<file path="src/rtl/dbr_pkg.sv">
// holds the constants, codes and state types of the blink reporter
// assumes a single 10 MHz clock and an AXI4-Lite register port
// Operation
// - after power-up run self-tests; on failure blink the error code on LED.
// - fatal self-test failures halt in error blinking until power is cycled.
// - tests pass with jumper shorted: enter the repeating seek exercise loop.
// - tests pass with jumper open: sit idle awaiting interface control.
// - a fault during the seek exercise is blinked as its code.
// - codes cover faults at power-up, during exercise and in normal idle.
// - a zero bit is half a second of flashing LED.
// - a one bit is half a second of steady lit LED.
// - LED stays dark half a second between bits of a word.
// - words are five bits, repeats separated by one second dark.
// - code is sent most significant bit first.
// - RAM fault is 00, ROM checksum 01, interface chip 02.
// - stuck write fault is 03, unsafe write circuitry is 16.
// - missing index is 04, spindle speed out of tolerance is 05.
// - fine-track loss while idle is 06, more than one seek retry 07.
// - seek timeouts 08 and 09, post-seek faults 0A to 0D.
// - rezero pattern timeouts 10 to 12, 18 to 1A, post-rezero 1B to 1D.
// - unsafe voltage 14 gate idle, 15 gate active; steps in write 17.
// - unexpected interrupt 0F, trap 1F; reserved codes never sent.
// - seek-complete stays false for the whole seek.
// - actuator motion starts on the first step pulse.
package dbr_pkg;

  // ********************************
  // timing
  // ********************************
  localparam int CLK_HZ      = 10_000_000;
  localparam int BIT_MS      = 500;
  localparam int WORD_GAP_MS = 1000;
  localparam int FLASH_US    = 62_500;
  localparam int BIT_CYC     = BIT_MS * (CLK_HZ / 1000);
  localparam int WORD_CYC    = WORD_GAP_MS * (CLK_HZ / 1000);
  localparam int FLASH_CYC   = FLASH_US * (CLK_HZ / 1_000_000);
  localparam int CNT_W       = 24;
  localparam int CODE_BITS   = 5;

  // ********************************
  // error codes
  // ********************************
  localparam logic [4:0] CODE_RAM       = 5'h00;
  localparam logic [4:0] CODE_ROM       = 5'h01;
  localparam logic [4:0] CODE_IFCHIP    = 5'h02;
  localparam logic [4:0] CODE_FINE_IDLE = 5'h06;
  localparam logic [4:0] CODE_VOLT_IDLE = 5'h14;
  localparam logic [4:0] CODE_VOLT_WR   = 5'h15;
  localparam logic [4:0] CODE_STEP_WR   = 5'h17;
  // codes 0E, 13 and 1E are reserved
  localparam logic [31:0] CODE_LEGAL    = 32'hBFF7_BFFF;

  // ********************************
  // registers
  // ********************************
  localparam logic [3:0] ADDR_CTRL      = 4'h0;
  localparam logic [3:0] ADDR_STATUS    = 4'h4;
  localparam int         CTRL_ACK       = 0;
  localparam int         CTRL_HOLD      = 1;
  localparam logic [1:0] RESP_OKAY      = 2'h0;
  localparam logic [1:0] RESP_SLVERR    = 2'h2;

  // ********************************
  // types
  // ********************************
  typedef enum logic [2:0] {
    ST_TEST   = 3'b000,
    ST_IDLE   = 3'b001,
    ST_EXER   = 3'b010,
    ST_REPORT = 3'b011,
    ST_HALT   = 3'b100
  } dbr_state_t;

  typedef enum logic [1:0] {
    BL_OFF  = 2'b00,
    BL_MARK = 2'b01,
    BL_GAP  = 2'b10
  } dbr_blink_t;

endpackage

</file>
<file path="src/rtl/dbr_top.sv">
// diagnostic supervisor with activity LED error blinker
// assumes fault inputs come from logic on clk; pins are asynchronous
//
// Chosen here: register access over AXI4-Lite and the register addresses.
`timescale 1ns/100ps
module dbr_top #(
  parameter int BIT_CYC_P   = dbr_pkg::BIT_CYC,
  parameter int WORD_CYC_P  = dbr_pkg::WORD_CYC,
  parameter int FLASH_CYC_P = dbr_pkg::FLASH_CYC
) (
  // clock and reset
  input  wire logic        clk,
  input  wire logic        rstn,
  // internal status from same clock domain
  input  wire logic        selfTestDone,
  input  wire logic        ramFault,
  input  wire logic        romFault,
  input  wire logic        ifChipFault,
  input  wire logic [31:0] faultReq,
  input  wire logic        voltUnsafe,
  input  wire logic        seekDone,
  // asynchronous pins
  input  wire logic        diagExerciseJumper,
  input  wire logic        fineTrackFlag,
  input  wire logic        writeGateLineN,
  input  wire logic        stepPulseN,
  // drive outputs
  output logic             activityLed,
  output logic             seekComplete,
  output logic             motionStart,
  output logic             exerSeekReq,
  output logic             exerciseActive,
  // axi4-lite write
  input  wire logic [3:0]  s_axi_awaddr,
  input  wire logic        s_axi_awvalid,
  output logic             s_axi_awready,
  input  wire logic [31:0] s_axi_wdata,
  input  wire logic [3:0]  s_axi_wstrb,
  input  wire logic        s_axi_wvalid,
  output logic             s_axi_wready,
  output logic [1:0]       s_axi_bresp,
  output logic             s_axi_bvalid,
  input  wire logic        s_axi_bready,
  // axi4-lite read
  input  wire logic [3:0]  s_axi_araddr,
  input  wire logic        s_axi_arvalid,
  output logic             s_axi_arready,
  output logic [31:0]      s_axi_rdata,
  output logic [1:0]       s_axi_rresp,
  output logic             s_axi_rvalid,
  input  wire logic        s_axi_rready
);
  import dbr_pkg::*;

  localparam int NPIN = 4;

  logic [NPIN-1:0]  pinRaw;
  logic [NPIN-1:0]  syncA_ff;
  logic [NPIN-1:0]  syncB_ff;
  logic [NPIN-1:0]  syncC_ff;
  logic [NPIN-1:0]  pinF_ff;
  logic [NPIN-1:0]  pinPrev_ff;
  logic             jumperF;
  logic             fineFall;
  logic             writeActive;
  logic             stepFall;
  dbr_state_t       state_ff;
  dbr_state_t       nxt_state;
  logic [4:0]       code_ff;
  logic [4:0]       nxt_code;
  logic             fatal_ff;
  logic [31:0]      evtVec;
  logic             evtAny;
  logic [4:0]       evtCode;
  dbr_blink_t       phase_ff;
  logic [2:0]       bitIdx_ff;
  logic [CNT_W-1:0] cnt_ff;
  logic [CNT_W-1:0] flashCnt_ff;
  logic             flashOn_ff;
  logic             reporting;
  logic             curBit;
  logic             markEnd;
  logic             gapEnd;
  logic             seekActive_ff;
  logic             exerHold_ff;
  logic             ackPulse;
  logic [3:0]       awAddr_ff;
  logic [31:0]      wData_ff;
  logic [3:0]       wStrb_ff;
  logic             awHeld_ff;
  logic             wHeld_ff;
  logic             doWrite;

  // ********************************
  // pin synchronisers
  // ********************************
  assign pinRaw = {stepPulseN, writeGateLineN, fineTrackFlag,
                   diagExerciseJumper};

  // a change is taken only once the last two stages agree
  genvar gi;
  generate
    for (gi = 0; gi < NPIN; gi++) begin : g_sync
      always_ff @(posedge clk or negedge rstn) begin
        if (!rstn) begin
          syncA_ff[gi] <= 1'b0;
          syncB_ff[gi] <= 1'b0;
          syncC_ff[gi] <= 1'b0;
          pinF_ff[gi]  <= 1'b0;
        end else begin
          syncA_ff[gi] <= pinRaw[gi];
          syncB_ff[gi] <= syncA_ff[gi];
          syncC_ff[gi] <= syncB_ff[gi];
          if (syncB_ff[gi] == syncC_ff[gi]) begin
            pinF_ff[gi] <= syncC_ff[gi];
          end
        end
      end
    end
  endgenerate

  always_ff @(posedge clk or negedge rstn) begin
    if (!rstn) begin
      pinPrev_ff <= '0;
    end else begin
      pinPrev_ff <= pinF_ff;
    end
  end

  assign jumperF     = pinF_ff[0];
  assign fineFall    = pinPrev_ff[1] & ~pinF_ff[1];
  assign writeActive = ~pinF_ff[2];
  assign stepFall    = pinPrev_ff[3] & ~pinF_ff[3];

  // ********************************
  // fault collection
  // ********************************
  always_comb begin
    evtVec = faultReq & CODE_LEGAL;
    if (voltUnsafe) begin
      evtVec[writeActive ? CODE_VOLT_WR : CODE_VOLT_IDLE] = 1'b1;
    end
    if (stepFall && writeActive) begin
      evtVec[CODE_STEP_WR] = 1'b1;
    end
    if (fineFall && state_ff == ST_IDLE) begin
      evtVec[CODE_FINE_IDLE] = 1'b1;
    end
  end

  // lowest pending code wins when several arrive together
  always_comb begin
    evtCode = 5'h00;
    for (int i = 31; i >= 0; i--) begin
      if (evtVec[i]) begin
        evtCode = 5'(i);
      end
    end
  end

  assign evtAny = |evtVec;

  // ********************************
  // supervisor
  // ********************************
  always_comb begin
    nxt_state = state_ff;
    nxt_code  = code_ff;
    case (state_ff)
      ST_TEST: begin
        if (selfTestDone) begin
          if (ramFault) begin
            nxt_state = ST_HALT;
            nxt_code  = CODE_RAM;
          end else if (romFault) begin
            nxt_state = ST_HALT;
            nxt_code  = CODE_ROM;
          end else if (ifChipFault) begin
            nxt_state = ST_HALT;
            nxt_code  = CODE_IFCHIP;
          end else if (jumperF) begin
            nxt_state = ST_EXER;
          end else begin
            nxt_state = ST_IDLE;
          end
        end
      end
      ST_IDLE, ST_EXER: begin
        if (evtAny) begin
          nxt_state = ST_REPORT;
          nxt_code  = evtCode;
        end
      end
      ST_REPORT: begin
        if (ackPulse) begin
          nxt_state = jumperF ? ST_EXER : ST_IDLE;
        end
      end
      ST_HALT: begin
        nxt_state = ST_HALT;
      end
      default: begin
        nxt_state = ST_TEST;
      end
    endcase
  end

  always_ff @(posedge clk or negedge rstn) begin
    if (!rstn) begin
      state_ff <= ST_TEST;
      code_ff  <= 5'h00;
    end else begin
      state_ff <= nxt_state;
      code_ff  <= nxt_code;
    end
  end

  always_ff @(posedge clk or negedge rstn) begin
    if (!rstn) begin
      fatal_ff <= 1'b0;
    end else if (nxt_state == ST_HALT) begin
      fatal_ff <= 1'b1;
    end
  end

  // ********************************
  // code blinker
  // ********************************
  assign reporting = (state_ff == ST_REPORT) || (state_ff == ST_HALT);
  assign curBit    = code_ff[bitIdx_ff];
  assign markEnd   = cnt_ff == CNT_W'(BIT_CYC_P - 1);
  assign gapEnd    = (bitIdx_ff == 3'd0) ?
                     (cnt_ff == CNT_W'(WORD_CYC_P - 1)) : markEnd;

  always_ff @(posedge clk or negedge rstn) begin
    if (!rstn) begin
      phase_ff  <= BL_OFF;
      bitIdx_ff <= 3'd4;
      cnt_ff    <= '0;
    end else if (!reporting) begin
      phase_ff  <= BL_OFF;
      bitIdx_ff <= 3'd4;
      cnt_ff    <= '0;
    end else begin
      case (phase_ff)
        BL_OFF: begin
          phase_ff  <= BL_MARK;
          bitIdx_ff <= 3'(CODE_BITS - 1);
          cnt_ff    <= '0;
        end
        BL_MARK: begin
          if (markEnd) begin
            phase_ff <= BL_GAP;
            cnt_ff   <= '0;
          end else begin
            cnt_ff <= cnt_ff + 1'b1;
          end
        end
        BL_GAP: begin
          if (gapEnd) begin
            phase_ff  <= BL_MARK;
            cnt_ff    <= '0;
            bitIdx_ff <= (bitIdx_ff == 3'd0) ?
                         3'(CODE_BITS - 1) : bitIdx_ff - 3'd1;
          end else begin
            cnt_ff <= cnt_ff + 1'b1;
          end
        end
        default: begin
          phase_ff <= BL_OFF;
        end
      endcase
    end
  end

  // flash phase restarts lit at every mark so each zero looks alike
  always_ff @(posedge clk or negedge rstn) begin
    if (!rstn) begin
      flashCnt_ff <= '0;
      flashOn_ff  <= 1'b1;
    end else if (phase_ff != BL_MARK) begin
      flashCnt_ff <= '0;
      flashOn_ff  <= 1'b1;
    end else if (flashCnt_ff == CNT_W'(FLASH_CYC_P - 1)) begin
      flashCnt_ff <= '0;
      flashOn_ff  <= ~flashOn_ff;
    end else begin
      flashCnt_ff <= flashCnt_ff + 1'b1;
    end
  end

  always_ff @(posedge clk or negedge rstn) begin
    if (!rstn) begin
      activityLed <= 1'b0;
    end else if (phase_ff == BL_MARK) begin
      activityLed <= curBit ? 1'b1 : flashOn_ff;
    end else begin
      activityLed <= 1'b0;
    end
  end

  // ********************************
  // seek tracking and exercise
  // ********************************
  // a new start in the same cycle as seekDone keeps the seek open
  always_ff @(posedge clk or negedge rstn) begin
    if (!rstn) begin
      seekActive_ff <= 1'b0;
    end else if (stepFall || exerSeekReq) begin
      seekActive_ff <= 1'b1;
    end else if (seekDone) begin
      seekActive_ff <= 1'b0;
    end
  end

  always_ff @(posedge clk or negedge rstn) begin
    if (!rstn) begin
      seekComplete   <= 1'b0;
      motionStart    <= 1'b0;
      exerSeekReq    <= 1'b0;
      exerciseActive <= 1'b0;
    end else begin
      seekComplete   <= ~seekActive_ff & ~stepFall & ~exerSeekReq;
      motionStart    <= (stepFall || exerSeekReq) && !seekActive_ff;
      exerSeekReq    <= (state_ff == ST_EXER) && !seekActive_ff &&
                        !exerSeekReq && !exerHold_ff;
      exerciseActive <= state_ff == ST_EXER;
    end
  end

  // ********************************
  // register port
  // ********************************
  assign s_axi_awready = ~awHeld_ff;
  assign s_axi_wready  = ~wHeld_ff;
  assign s_axi_arready = ~s_axi_rvalid;
  assign doWrite       = awHeld_ff & wHeld_ff & ~s_axi_bvalid;
  assign ackPulse      = doWrite && awAddr_ff == ADDR_CTRL &&
                         wStrb_ff[0] && wData_ff[CTRL_ACK];

  always_ff @(posedge clk or negedge rstn) begin
    if (!rstn) begin
      awHeld_ff <= 1'b0;
      awAddr_ff <= 4'h0;
    end else if (s_axi_awvalid && !awHeld_ff) begin
      awHeld_ff <= 1'b1;
      awAddr_ff <= s_axi_awaddr;
    end else if (doWrite) begin
      awHeld_ff <= 1'b0;
    end
  end

  always_ff @(posedge clk or negedge rstn) begin
    if (!rstn) begin
      wHeld_ff <= 1'b0;
      wData_ff <= 32'h0000_0000;
      wStrb_ff <= 4'h0;
    end else if (s_axi_wvalid && !wHeld_ff) begin
      wHeld_ff <= 1'b1;
      wData_ff <= s_axi_wdata;
      wStrb_ff <= s_axi_wstrb;
    end else if (doWrite) begin
      wHeld_ff <= 1'b0;
    end
  end

  always_ff @(posedge clk or negedge rstn) begin
    if (!rstn) begin
      s_axi_bvalid <= 1'b0;
      s_axi_bresp  <= RESP_OKAY;
    end else if (doWrite) begin
      s_axi_bvalid <= 1'b1;
      if (awAddr_ff == ADDR_CTRL || awAddr_ff == ADDR_STATUS) begin
        s_axi_bresp <= RESP_OKAY;
      end else begin
        s_axi_bresp <= RESP_SLVERR;
      end
    end else if (s_axi_bready) begin
      s_axi_bvalid <= 1'b0;
    end
  end

  always_ff @(posedge clk or negedge rstn) begin
    if (!rstn) begin
      exerHold_ff <= 1'b0;
    end else if (doWrite && awAddr_ff == ADDR_CTRL && wStrb_ff[0]) begin
      exerHold_ff <= wData_ff[CTRL_HOLD];
    end
  end

  always_ff @(posedge clk or negedge rstn) begin
    if (!rstn) begin
      s_axi_rvalid <= 1'b0;
      s_axi_rdata  <= 32'h0000_0000;
      s_axi_rresp  <= RESP_OKAY;
    end else if (s_axi_arvalid && !s_axi_rvalid) begin
      s_axi_rvalid <= 1'b1;
      s_axi_rresp  <= RESP_OKAY;
      if (s_axi_araddr == ADDR_CTRL) begin
        s_axi_rdata <= {30'h0, exerHold_ff, 1'b0};
      end else if (s_axi_araddr == ADDR_STATUS) begin
        s_axi_rdata <= {20'h0, seekActive_ff, state_ff, activityLed,
                        fatal_ff, reporting, code_ff};
      end else begin
        s_axi_rdata <= 32'h0000_0000;
        s_axi_rresp <= RESP_SLVERR;
      end
    end else if (s_axi_rready) begin
      s_axi_rvalid <= 1'b0;
    end
  end

  // ********************************
  // assertions
  // ********************************
  property p_halt_sticky;
    @(posedge clk) disable iff (!rstn)
    state_ff == ST_HALT |=> state_ff == ST_HALT && code_ff == $past(code_ff);
  endproperty
  a_halt_sticky: assert property (p_halt_sticky)
    else $error("halt state left or code changed");

  property p_ram_code;
    @(posedge clk) disable iff (!rstn)
    state_ff == ST_TEST && selfTestDone && ramFault
      |=> state_ff == ST_HALT && code_ff == 5'h00 ##1 phase_ff == BL_MARK;
  endproperty
  a_ram_code: assert property (p_ram_code)
    else $error("ram fault not halted with code 00");

  property p_jumper_exer;
    @(posedge clk) disable iff (!rstn)
    state_ff == ST_TEST && selfTestDone && !(ramFault || romFault ||
      ifChipFault) |=> state_ff == ($past(jumperF) ? ST_EXER : ST_IDLE);
  endproperty
  a_jumper_exer: assert property (p_jumper_exer)
    else $error("jumper did not select the mode");

  property p_fault_report;
    @(posedge clk) disable iff (!rstn)
    state_ff == ST_EXER && evtAny |=> state_ff == ST_REPORT ##1 reporting;
  endproperty
  a_fault_report: assert property (p_fault_report)
    else $error("exercise fault not reported");

  property p_gap_dark;
    @(posedge clk) disable iff (!rstn)
    phase_ff == BL_GAP |=> !activityLed;
  endproperty
  a_gap_dark: assert property (p_gap_dark)
    else $error("led lit between bits");

  property p_one_steady;
    @(posedge clk) disable iff (!rstn)
    reporting && phase_ff == BL_MARK && curBit && !markEnd
      |=> activityLed [*2];
  endproperty
  a_one_steady: assert property (p_one_steady)
    else $error("one bit not steady");

  property p_flash_toggle;
    @(posedge clk) disable iff (!rstn)
    reporting && phase_ff == BL_MARK && !curBit && !markEnd &&
      flashCnt_ff == CNT_W'(FLASH_CYC_P - 1)
      |=> flashOn_ff != $past(flashOn_ff) ##1 activityLed == $past(flashOn_ff);
  endproperty
  a_flash_toggle: assert property (p_flash_toggle)
    else $error("zero bit not flashing");

  property p_word_wrap;
    @(posedge clk) disable iff (!rstn)
    phase_ff == BL_GAP && bitIdx_ff == 3'd0 &&
      cnt_ff == CNT_W'(WORD_CYC_P - 1) && reporting
      |=> phase_ff == BL_MARK && bitIdx_ff == 3'd4;
  endproperty
  a_word_wrap: assert property (p_word_wrap)
    else $error("word did not restart at msb after long gap");

  property p_no_reserved;
    @(posedge clk) disable iff (!rstn)
    reporting |-> CODE_LEGAL[code_ff];
  endproperty
  a_no_reserved: assert property (p_no_reserved)
    else $error("reserved code reported");

  property p_seek_false;
    @(posedge clk) disable iff (!rstn)
    seekActive_ff |=> !seekComplete;
  endproperty
  a_seek_false: assert property (p_seek_false)
    else $error("seek complete true during seek");

  property p_first_step;
    @(posedge clk) disable iff (!rstn)
    stepFall && !seekActive_ff |=> motionStart && seekActive_ff;
  endproperty
  a_first_step: assert property (p_first_step)
    else $error("motion not started on first step");

endmodule

</file>
<file path="config.mk">
export PLATFORM = sky130hd
export DESIGN_NAME = dbr_top
export DESIGN_NICKNAME = d
export VERILOG_FILES = /design/src/rtl/dbr_pkg.sv /design/src/rtl/dbr_top.sv
export SDC_FILE = /design/constraint.sdc
export NUM_CORES = 1
export LEC_CHECK = 0
export ABC_CLOCK_PERIOD_IN_PS = 6000
export BUFFER_PORTS_ARGS = -buffer_cell sky130_fd_sc_hd__buf_2
export CAP_MARGIN = 40
export CORE_ASPECT_RATIO = 1.75
export CORE_UTILIZATION = 38
export CTS_CLUSTER_DIAMETER = 150
export CTS_CLUSTER_SIZE = 30
export DETAILED_ROUTE_END_ITERATION = 10
export HOLD_SLACK_MARGIN = 0.12
export PLACE_DENSITY_LB_ADDON = 0.2
export SLEW_MARGIN = 40
export SYNTH_ARGS = -nofsm -noshare
export SYNTH_HDL_FRONTEND = slang
export SYNTH_SLANG_ARGS = --single-unit
</file>
<file path="constraint.sdc">
create_clock -name clk -period 6 [get_ports clk]
set_input_delay 0.6 -clock clk [delete_from_list [all_inputs] [get_ports clk]]
set_output_delay 0.6 -clock clk [all_outputs]
set_load 0.005 [all_outputs]
</file>
# Word-level counts from Yosys, hierarchy flattened
# Cells that the tools add are included.
[totals]
out_inout_bits = 46
inputBits = 93
elab_cells = 216
register_bits = 137
[classes]
n_bitwise = 18
n_mux = 87
add_sub_neg = 3
reduce_logical = 39
n_eq_ne = 24
n_lt_le_gt_ge = 3
[op_table]
columns = ["cell", "count"]
rows = [
  ["$mux W5", 37],
  ["$mux W24", 5],
  ["$pmux W24 S3", 1],
  ["$add A24 B1 Y24 const B", 2],
  ["$mux W32", 1],
  ["$or A32 B32 Y32", 1],
  ["$reduce_or A32 Y1", 1],
  ["$mux W3", 9],
  ["$eq A24 B20 Y1 const B", 1],
  ["$eq A24 B23 Y1 const B", 1],
  ["$eq A24 B24 Y1 const B", 1],
  ["$mux W12", 2],
  ["$mux W1", 19],
  ["$mux W2", 7],
  ["$reduce_bool A2 Y1", 7],
  ["$logic_and A1 B1 Y1", 13],
  ["$pmux W3 S4", 1],
  ["$not A1 Y1", 11],
  ["$pmux W5 S2", 1],
  ["$eq A4 B3 Y1 const B", 2],
  ["$logic_not A4 Y1", 2],
  ["$and A1 B1 Y1", 6],
  ["$eq A3 B2 Y1 const B", 2],
  ["$eq A3 B3 Y1 const B", 2],
  ["25 further kinds", 39],
]

# Longest topological paths before layout
# Gate-level depths: netlist (run 1).
[logic_depth]
depth_word = 41
ltp_mapped = 10
ltp_nobuf = 8

# Least setup slack after synthesis (run 1)
# No wires, ideal clock.
[synth_path]
path_type = "input port to flip-flop"
start = "input port faultReq[4]"
end = "register code_ff[0]"
setup_time_ns = 0.125
t_required_ns = 5.875
cell_stages = 6
slack_ns = 3.711
n_path_buf = 0
t_arrival_ns = 2.164
path_cell_list = "or4_1 > a31o_1 > nor4b_2 > o21ai_1 > nor2b_4 > mux2_4"
[synth_between]
elab_chain_len = 9
elab_cells_between_ends = 12
classes_between = "eq/ne: 1; mux: 8; bitwise: 1; reduce/logical: 2"
[synth_lines]
columns = ["item", "line_no", "text"]
rows = [
  ["start, declared", "dbr_top.sv:19", "input wire logic [31:0] faultReq,"],
  ["$or A32 B32 Y32 (no source line)", "n/a", ""],
  ["$mux W32 *", "dbr_top.sv:140", "if (voltUnsafe) begin"],
  ["$mux W5 (5 in series)", "dbr_top.sv:155", "if (evtVec[i]) begin"],
  ["$mux W5", "dbr_top.sv:189", "if (evtAny) begin"],
  ["$pmux W5 S2", "dbr_top.sv:169", "case (state_ff)"],
  ["end signal, assigned", "dbr_top.sv:214", "code_ff <= nxt_code;"],
  ["end, declared", "dbr_top.sv:69", "logic [4:0] code_ff;"],
]
# Mark *: on every way between the ends. The rest lies on a longest branch, timed or not. The select of a mux whose other input is x is not followed.
# A chain may end at the register's enable or synchronous reset.

# Final worst setup path (run 1)
[layout_path]
start = "register bitIdx_ff[2]"
end = "register cnt_ff[21]"
[layout_between]
elab_chain_len = 5
[layout_lines]
columns = ["item", "line_no", "text"]
rows = [
  ["start, declared", "dbr_top.sv:76", "logic [2:0] bitIdx_ff;"],
  ["start signal, assigned", "dbr_top.sv:248", "bitIdx_ff <= 3'(CODE_BITS - 1);"],
  ["start signal, assigned", "dbr_top.sv:263", "bitIdx_ff <= (bitIdx_ff == 3'd0) ?"],
  ["$logic_not A3 Y1", "dbr_top.sv:232", "assign gapEnd = (bitIdx_ff == 3'd0) ?"],
  ["$mux W1", "dbr_top.sv:232", ""],
  ["$mux W24", "dbr_top.sv:260", "if (gapEnd) begin"],
  ["$pmux W24 S3", "dbr_top.sv:245", "case (phase_ff)"],
  ["$mux W24", "dbr_top.sv:240", "end else if (!reporting) begin"],
  ["end signal, assigned", "dbr_top.sv:256", "cnt_ff <= cnt_ff + 1'b1;"],
  ["end signal, assigned", "dbr_top.sv:266", "cnt_ff <= cnt_ff + 1'b1;"],
  ["end, declared", "dbr_top.sv:77", "logic [CNT_W-1:0] cnt_ff;"],
]
# Every way passes these cells.

==> results of run 1 <==
==> final timing paths <==
kind / end / slack (ns) / depth (start not counted)
worst max-delay path: cnt_ff[21]$_DFFE_PN0P_ / 3.24 / 9
worst min-delay path: awAddr_ff[1]$_DFFE_PN0P_ / 0.20 / 1
worst max register to register: cnt_ff[21]$_DFFE_PN0P_ / 3.24 / 9
worst min register to register: syncB_ff[1]$_DFF_PN0_ / 0.35 / 0
max in group asynchronous: bitIdx_ff[0]$_DFFE_PN0P_ / 4.79 / 2
min in group clk: syncA_ff[1]$_DFF_PN0_ / 0.30 / 1
==> synth_stat cells, types with 3 or more instances <==
cell type / n
maj3_1: 4
inv_1: 23
ha_1: 6
o31ai_1: 3
dfrtp_1: 111
a22o_1: 14
nor4bb_1: 3
xor2_1: 23
nor4b_1: 6
clkbuf_1: 3
buf_4: 23
or3_1: 4
and2_1: 4
nor2_1: 64
o21ai_0: 13
nor3b_1: 4
mux2_2: 10
xnor2_1: 11
nand3_1: 25
a21oi_1: 18
nand4_1: 13
o211ai_1: 3
nor3_1: 14
nand2b_1: 8
o21ai_1: 8
a31oi_1: 5
and3_1: 5
nor4_1: 9
buf_2: 6
nor2b_1: 4
o21a_1: 3
mux2i_1: 3
and4_1: 7
nand2_1: 43
==> layer usage <==
metal	wire [um]	share of wire [%]
met1	4880	37
met2	7320	56
met3	571	4.3
met4	382	2.9
met5	0	0
==> registers in the layout, indices dropped and copies added (netlist names), 3 cells and up <==
signal       count
state_ff         3
syncC_ff         4
bitIdx_ff        3
flashCnt_ff     24
pinF_ff          3
syncB_ff         4
cnt_ff          24
awAddr_ff        4
syncA_ff         4
code_ff          5
s_axi_rdata     12
==> kinds of logic after synthesis <==
logic type / after synthesis
AND/OR/NAND/NOR: 228
multiplexers: 16
AO/OA/AOI/OAI: 97
buffers and inverters: 57
adder cells (fa/ha/maj): 10
XOR/XNOR: 35
flip-flops: 113
other: 1
==> per-stage QoR <==
step	std cells	total power (uW)	hold WS (ns)	setup slack, ns
final	839	2390	0.202	3.24
after global routing	839	2510	0.251	3.08
after CTS	839	2420	0.225	3.30
after detailed placement	807	1350	0.336	3.29
after global placement	807	1330	0.332	3.37
after floorplan	578	1200	0.304	3.71
==> power by group <==
| part | internal [uW] | total (uW) | switching, uW | leakage (uW) |
|---|---|---|---|---|
| combinational | 170 | 410 | 241 | 0.00128 |
| sequential | 854 | 921 | 67.3 | 0.00146 |
| clock | 705 | 1060 | 352 | 0.000299 |
| total | 1730 | 2390 | 660 | 0.00304 |
==> cell type report <==
| cell class | instances | area, um2 |
|---|---|---|
| clock buffer | 19 | 443 |
| clock inverter | 13 | 184 |
| fill | 1381 | 7650 |
| inverter | 23 | 86.3 |
| multi-input combinational | 408 | 2600 |
| sequential | 113 | 2830 |
| tap | 180 | 225 |
| timing repair buffer | 83 | 429 |
==> placed cells by master, fill, tap and decap left out, types with 4 or more instances in the layout <==
cell type,count
nand2b_1,7
ha_1,6
inv_1,23
conb_1,22
xor2_1,23
clkbuf_16,17
nand4_1,13
and4_1,7
and2_1,4
nand3_1,25
buf_2,79
o21ai_1,8
nand2_1,43
maj3_1,4
mux2_2,10
or3_1,4
bufinv_16,4
nor3b_1,4
nor3_1,14
a31oi_1,5
nor2b_1,4
nor4_1,9
nor4b_1,6
a22o_1,14
nor2_1,64
a21oi_1,18
dfrtp_1,111
and3_1,5
xnor2_1,11
o21ai_0,13
==> reports/summary.txt, run 1 <==
EDFF count, synth: 0
Min-delay worst type: input port to async pin
Worst path slowest cell: nor2_1
Post-CTS sizing: 0
Status: finished, final reports clean
Max FO, Critical Path: 20
H-tree levels: 4
Post-placement cell area: 0.00616 mm2
CP Class: register to register
Distinct cells, synth: 76
DR iter-0 viols: 202
Clock latency on the worst-skew pair: 0.40 ns
Total grt overflow: 0
Crit-path cells: inv_1 -> ha_1 -> nor4bb_1 -> nand4_1 -> o21ai_1 -> o22ai_1 -> buf_4 -> nor2_1 -> nor2_1
# clock sinks: 113
Endpoints failing setup: 0
Max cap viols: 0
# hold bufs at CTS: 0
Xor and xnor area share after synthesis: 5.54%
M1 GR Usage: 17.8%
Proportion of layout cells with a drive suffix above 1: 21.4%
Startpoint types: register
Slew Limit Fails: 0
Gpl congestion: 0.768
Die width: 94.3 um
Largest area contributor in the netlist: dfrtp_1
Synth Area in Simple Gates: 21.4%
RSZ-0062 raised after global routing: false
Pwr dens: 352 mW/mm2
Req. time, crit path: 6.26 ns
Largest family of logic cells by synthesized area: simple AND/OR/NAND/NOR gates
Peak supply drop: 0.193 mV
Grt met3 use: 3.82%
Chip Height: 164 um
Initial core utilization: 39.3%
Leak: 0.00304 uW
Design area: 0.00679 mm2
Global Route Usage Sum: 18.0%
GRT busiest layer: met2
CORE AREA: 0.0144 mm2
Mux contribution to synthesized area: 3.44%
Cell Area, Synth: 0.00567 mm2
WL per Instance: 15.7 um
CP top delay family: simple AND/OR/NAND/NOR gates
Buf/Inv on CP: 2
# IOs: 139
Clock Path Buffers: 2
DRC viols: 0
Yosys warning count: 0
Initial antenna violation count: 0
Most frequent CP cell: nor2_1
I/O Buffers: 80
Row count: 58
Post-CTS Repair Setup Buffers: 0
Post-synth ARST share: 100%
Sum Neg Setup Slack: 0 ns
FF+latch count, synth: 113
Critical Path End Type: register
Top post-synthesis cells by area: dfrtp_1, nor2_1, xor2_1
Die area: 0.0154 mm2
Top-area cell type share of the netlist area: 49.0%
Layout Skew: 0.0107 ns
Ys flop type: dfrtp_1
Fin. Hold Viols: 0
Syn Area/Cell: 10.2 um2
CP peak stage delay: 0.58 ns
Worst-path clk slew: 0.06 ns
Final core occ: 47.0%
Antenna diodes: 0
Worst slew margin: 46.3%
Final period util: 45.9%
Largest net degree at the start of global routing: 71
Area grow syn2layout: 19.8%
Adder-cell share of the synthesized area: 2.03%
R2r startpoint: bitIdx_ff[2]$_DFFE_PN1P_
Routed WL: 13.1 mm
Routing usage on met2: 34.5%
Vias in the first global route: 4,561
WP data arrival: 3.01 ns
Synth Instances: 557
Vias: 4,491
Via density: 5.35
Root Buffer: clkbuf_16
Critical path startpoint: bitIdx_ff[2]$_DFFE_PN1P_
Measured slew at the worst slew-check pin: 0.799 ns
Fmax: 363 MHz
First-pass GRT wire length: 21.5 mm
TritonCTS clock tree: yes
Layout Nets: 745
Post-synthesis sequential area ratio: 49.9%
DPL Wire Length: 9.81 mm
CTS Buf Count: 17
Min Tclk post-route: 2.76 ns
Complex-gate fraction of the synthesized area: 11.9%
Post-route ant nets: 0
DRT Pass-1 Iters: 4
No activity file was read; power rests on OpenSTA's default activity.
==> run 2: changes to the inputs <==
--- a/config.mk
+++ b/config.mk
@@ -5,7 +5,7 @@
 export SDC_FILE = /design/constraint.sdc
 export NUM_CORES = 1
 export LEC_CHECK = 0
-export ABC_CLOCK_PERIOD_IN_PS = 6000
+export ABC_CLOCK_PERIOD_IN_PS = 2570
 export BUFFER_PORTS_ARGS = -buffer_cell sky130_fd_sc_hd__buf_2
 export CAP_MARGIN = 40
 export CORE_ASPECT_RATIO = 1.75
==> constraint.sdc (replaced) <==
create_clock -name clk -period 2.57 [get_ports clk]
set_input_delay 0.257 -clock clk [delete_from_list [all_inputs] [get_ports clk]]
set_output_delay 0.257 -clock clk [all_outputs]
set_load 0.005 [all_outputs]
==> run 2 against run 1 <==
  * Design area rose by 4.3%
  * Worst setup slack got worse by 3.0 ns
  * Global-route usage rose by 0.25 points
  * Core utilization rose by 2.0 points
  * Routed wire length rose by 0.68%
  * Clock skew fell by 0.0031 ns
  * Combinational power rose to 2.6 times the previous value
  * Highest routed layer unchanged
==> reports/summary.txt, run 2 (synthesized netlist as in run 1, its figures left out) <==
CP Class: register to register
Layout Nets: 774 (+3.9%)
Die area: 0.0154 mm2 (unchanged)
FF/Latch Area: 0.00283 mm2 (unchanged)
DRC viols: 0 (unchanged)
Total grt overflow: 0 (unchanged)
Final period util: 90.7% (+45 points)
RSZ-0062 raised after global routing: false
Slew Limit Fails: 0 (unchanged)
Leak: 0.00319 uW (+4.8%)
Proportion of layout cells with a drive suffix above 1: 22.1% (+0.70 points)
Largest net degree at the start of global routing: 66 (-7.0%)
CP peak stage delay: 0.47 ns (-0.11 ns)
Tot Pwr: 5720 uW (+140%)
CTS Buf Count: 17 (unchanged)
Worst slew margin: 51.0% (+4.6 points)
Global Route Usage Sum: 18.3% (+0.25 points)
I/O Buffers: 80 (unchanged)
Min-delay worst type: input port to register
Root Buffer: clkbuf_16
WL per Instance: 15.2 um (-2.7%)
Worst-path clk slew: 0.06 ns (about the same)
First-pass GRT wire length: 21.5 mm (-0.20%)
Fin. Hold Viols: 0 (unchanged)
CORE AREA: 0.0144 mm2 (unchanged)
Startpoint types: register
Clock latency on the worst-skew pair: 0.41 ns (about the same)
Die width: 94.3 um (unchanged)
Routed WL: 13.2 mm (+0.68%)
Row count: 58 (unchanged)
Vias: 4,510 (+0.42%)
Req. time, crit path: 2.86 ns (-3.40 ns)
Status: finished, final reports clean
Crit-path cells: nor4b_1 -> nand4_1 -> o21ai_1 -> o22ai_1 -> buf_12 -> and3_1 -> a221o_1
Most frequent cells in the layout: dfrtp_1, buf_2, nor2_1
Chip Height: 164 um (unchanged)
Max FO, Critical Path: 20 (unchanged)
TritonCTS clock tree: yes
Vias in the first global route: 4,549 (-0.26%)
H-tree levels: 4 (unchanged)
Pwr dens: 807 mW/mm2 (+130%)
Area grow syn2layout: 25.0%
Post-route ant nets: 0 (unchanged)
Largest regs: cnt_ff x24, flashCnt_ff x24, s_axi_rdata x12
Sum Neg Setup Slack: 0 ns (unchanged)
Antenna diodes: 0 (unchanged)
WP data arrival: 2.62 ns (-0.39 ns)
Clock Path Buffers: 2 (unchanged)
Commonest non-fill, non-tap cell in the layout: dfrtp_1
Critical Path End Type: register
Min Tclk post-route: 2.33 ns (-0.425 ns)
Initial antenna violation count: 0 (unchanged)
Measured slew at the worst slew-check pin: 0.730 ns (-0.0692 ns)
Layout fillers: 1,365 (-1.2%)
Worst path slowest cell: nor4b_1
Peak supply drop: 0.417 mV (+120%)
Max cap viols: 0 (unchanged)
DPL Wire Length: 9.60 mm (-2.1%)
# clock sinks: 113 (unchanged)
Area of the multi-input gates: 0.00259 mm2 (about the same)
# IOs: 139 (unchanged)
DR iter-0 viols: 191 (-5.4%)
DRT Pass-1 Iters: 4 (unchanged)
Fmax: 429 MHz (+18%)
Gpl congestion: 0.776 (+1.0%)
Via density: 5.20 (-2.9%)
Initial core utilization: 39.3% (unchanged)
Endpoints failing setup: 0 (unchanged)
Layout Skew: 0.00757 ns (-0.00310 ns)
[run 2: cell count changes in the layout (fill, tap and decap cells not counted), sizes merged]
cell | previous run | this run
clkinv | 5 | 6
clkinvlp | 3 | 2
buf | 83 | 95
dlygate4sd3 | 0 | 17
[run 2: layout make-up]
type / instances / share of cell area [%]
sequential: 113 / 39.9
multi-input combinational: 408 / 36.6
tap: 180 / 3.18
inverter: 23 / 1.22
clock buffer: 19 / 6.25
clock inverter: 13 / 2.61
timing repair buffer: 112 / 10.2
[run 2: layer usage]
layer | GRT usage (%) | share of wire, % | vias up
li1 | - | - | 2190
met2 | 34.8 | 56 | 103
met5 | 0 | 0 | -
met1 | 18.5 | 39 | 2204
met3 | 4.84 | 4.1 | 13
met4 | 6.57 | 1.5 | 0
[run 2: power breakdown]
| group | internal, uW | switching (uW) | total (uW) |
|---|---|---|---|
| combinational | 490 | 581 | 1070 |
| clock | 1650 | 849 | 2500 |
| sequential | 1990 | 156 | 2150 |
| total | 4130 | 1590 | 5720 |
[run 2: path summary, 6_finish.rpt]
check / from / endpoint / slack (ns) / cells past startpoint
min: s_axi_araddr[3] / s_axi_rdata[1]$_DFFE_PN0P_ / 0.16 / 4
max reg2reg: cnt_ff[17]$_DFFE_PN0P_ / cnt_ff[3]$_DFFE_PN0P_ / 0.24 / 7
max: cnt_ff[17]$_DFFE_PN0P_ / cnt_ff[3]$_DFFE_PN0P_ / 0.24 / 7
min in group asynchronous: rstn / flashCnt_ff[9]$_DFF_PN0_ / 0.27 / 2
min reg2reg: syncA_ff[1]$_DFF_PN0_ / syncB_ff[1]$_DFF_PN0_ / 0.35 / 0
max in group asynchronous: rstn / bitIdx_ff[2]$_DFFE_PN1P_ / 1.63 / 3
[run 2: metrics by stage]
stage	std cells	setup slack, ns	instance area, um2	utilization (%)	hold slack [ns]
after floorplan	578	0.489	5750	-	-0.0386
after global placement	819	0.232	6290	43.5	0.158
after global routing	868	0.00569	7090	49.1	0.188
final	868	0.240	7090	49.1	0.158
after detailed placement	819	0.203	6290	43.5	0.160
after CTS	868	0.190	7090	49.1	0.148
[run 2: timing repair]
action	CTS	global route
gates resized for setup	0	0
hold endpoints to repair	97	0
hold buffers	17	0
setup buffers	0	0
[run 2: worst max-delay path: cells and delay by family (launching register included)]
| family | cells | cell delay [ns] |
|---|---|---|
| AO/OA/AOI/OAI | 3 | 0.69 |
| buffers and inverters | 1 | 0.18 |
| flip-flops | 1 | 0.42 |
| AND/OR/NAND/NOR | 3 | 0.91 |
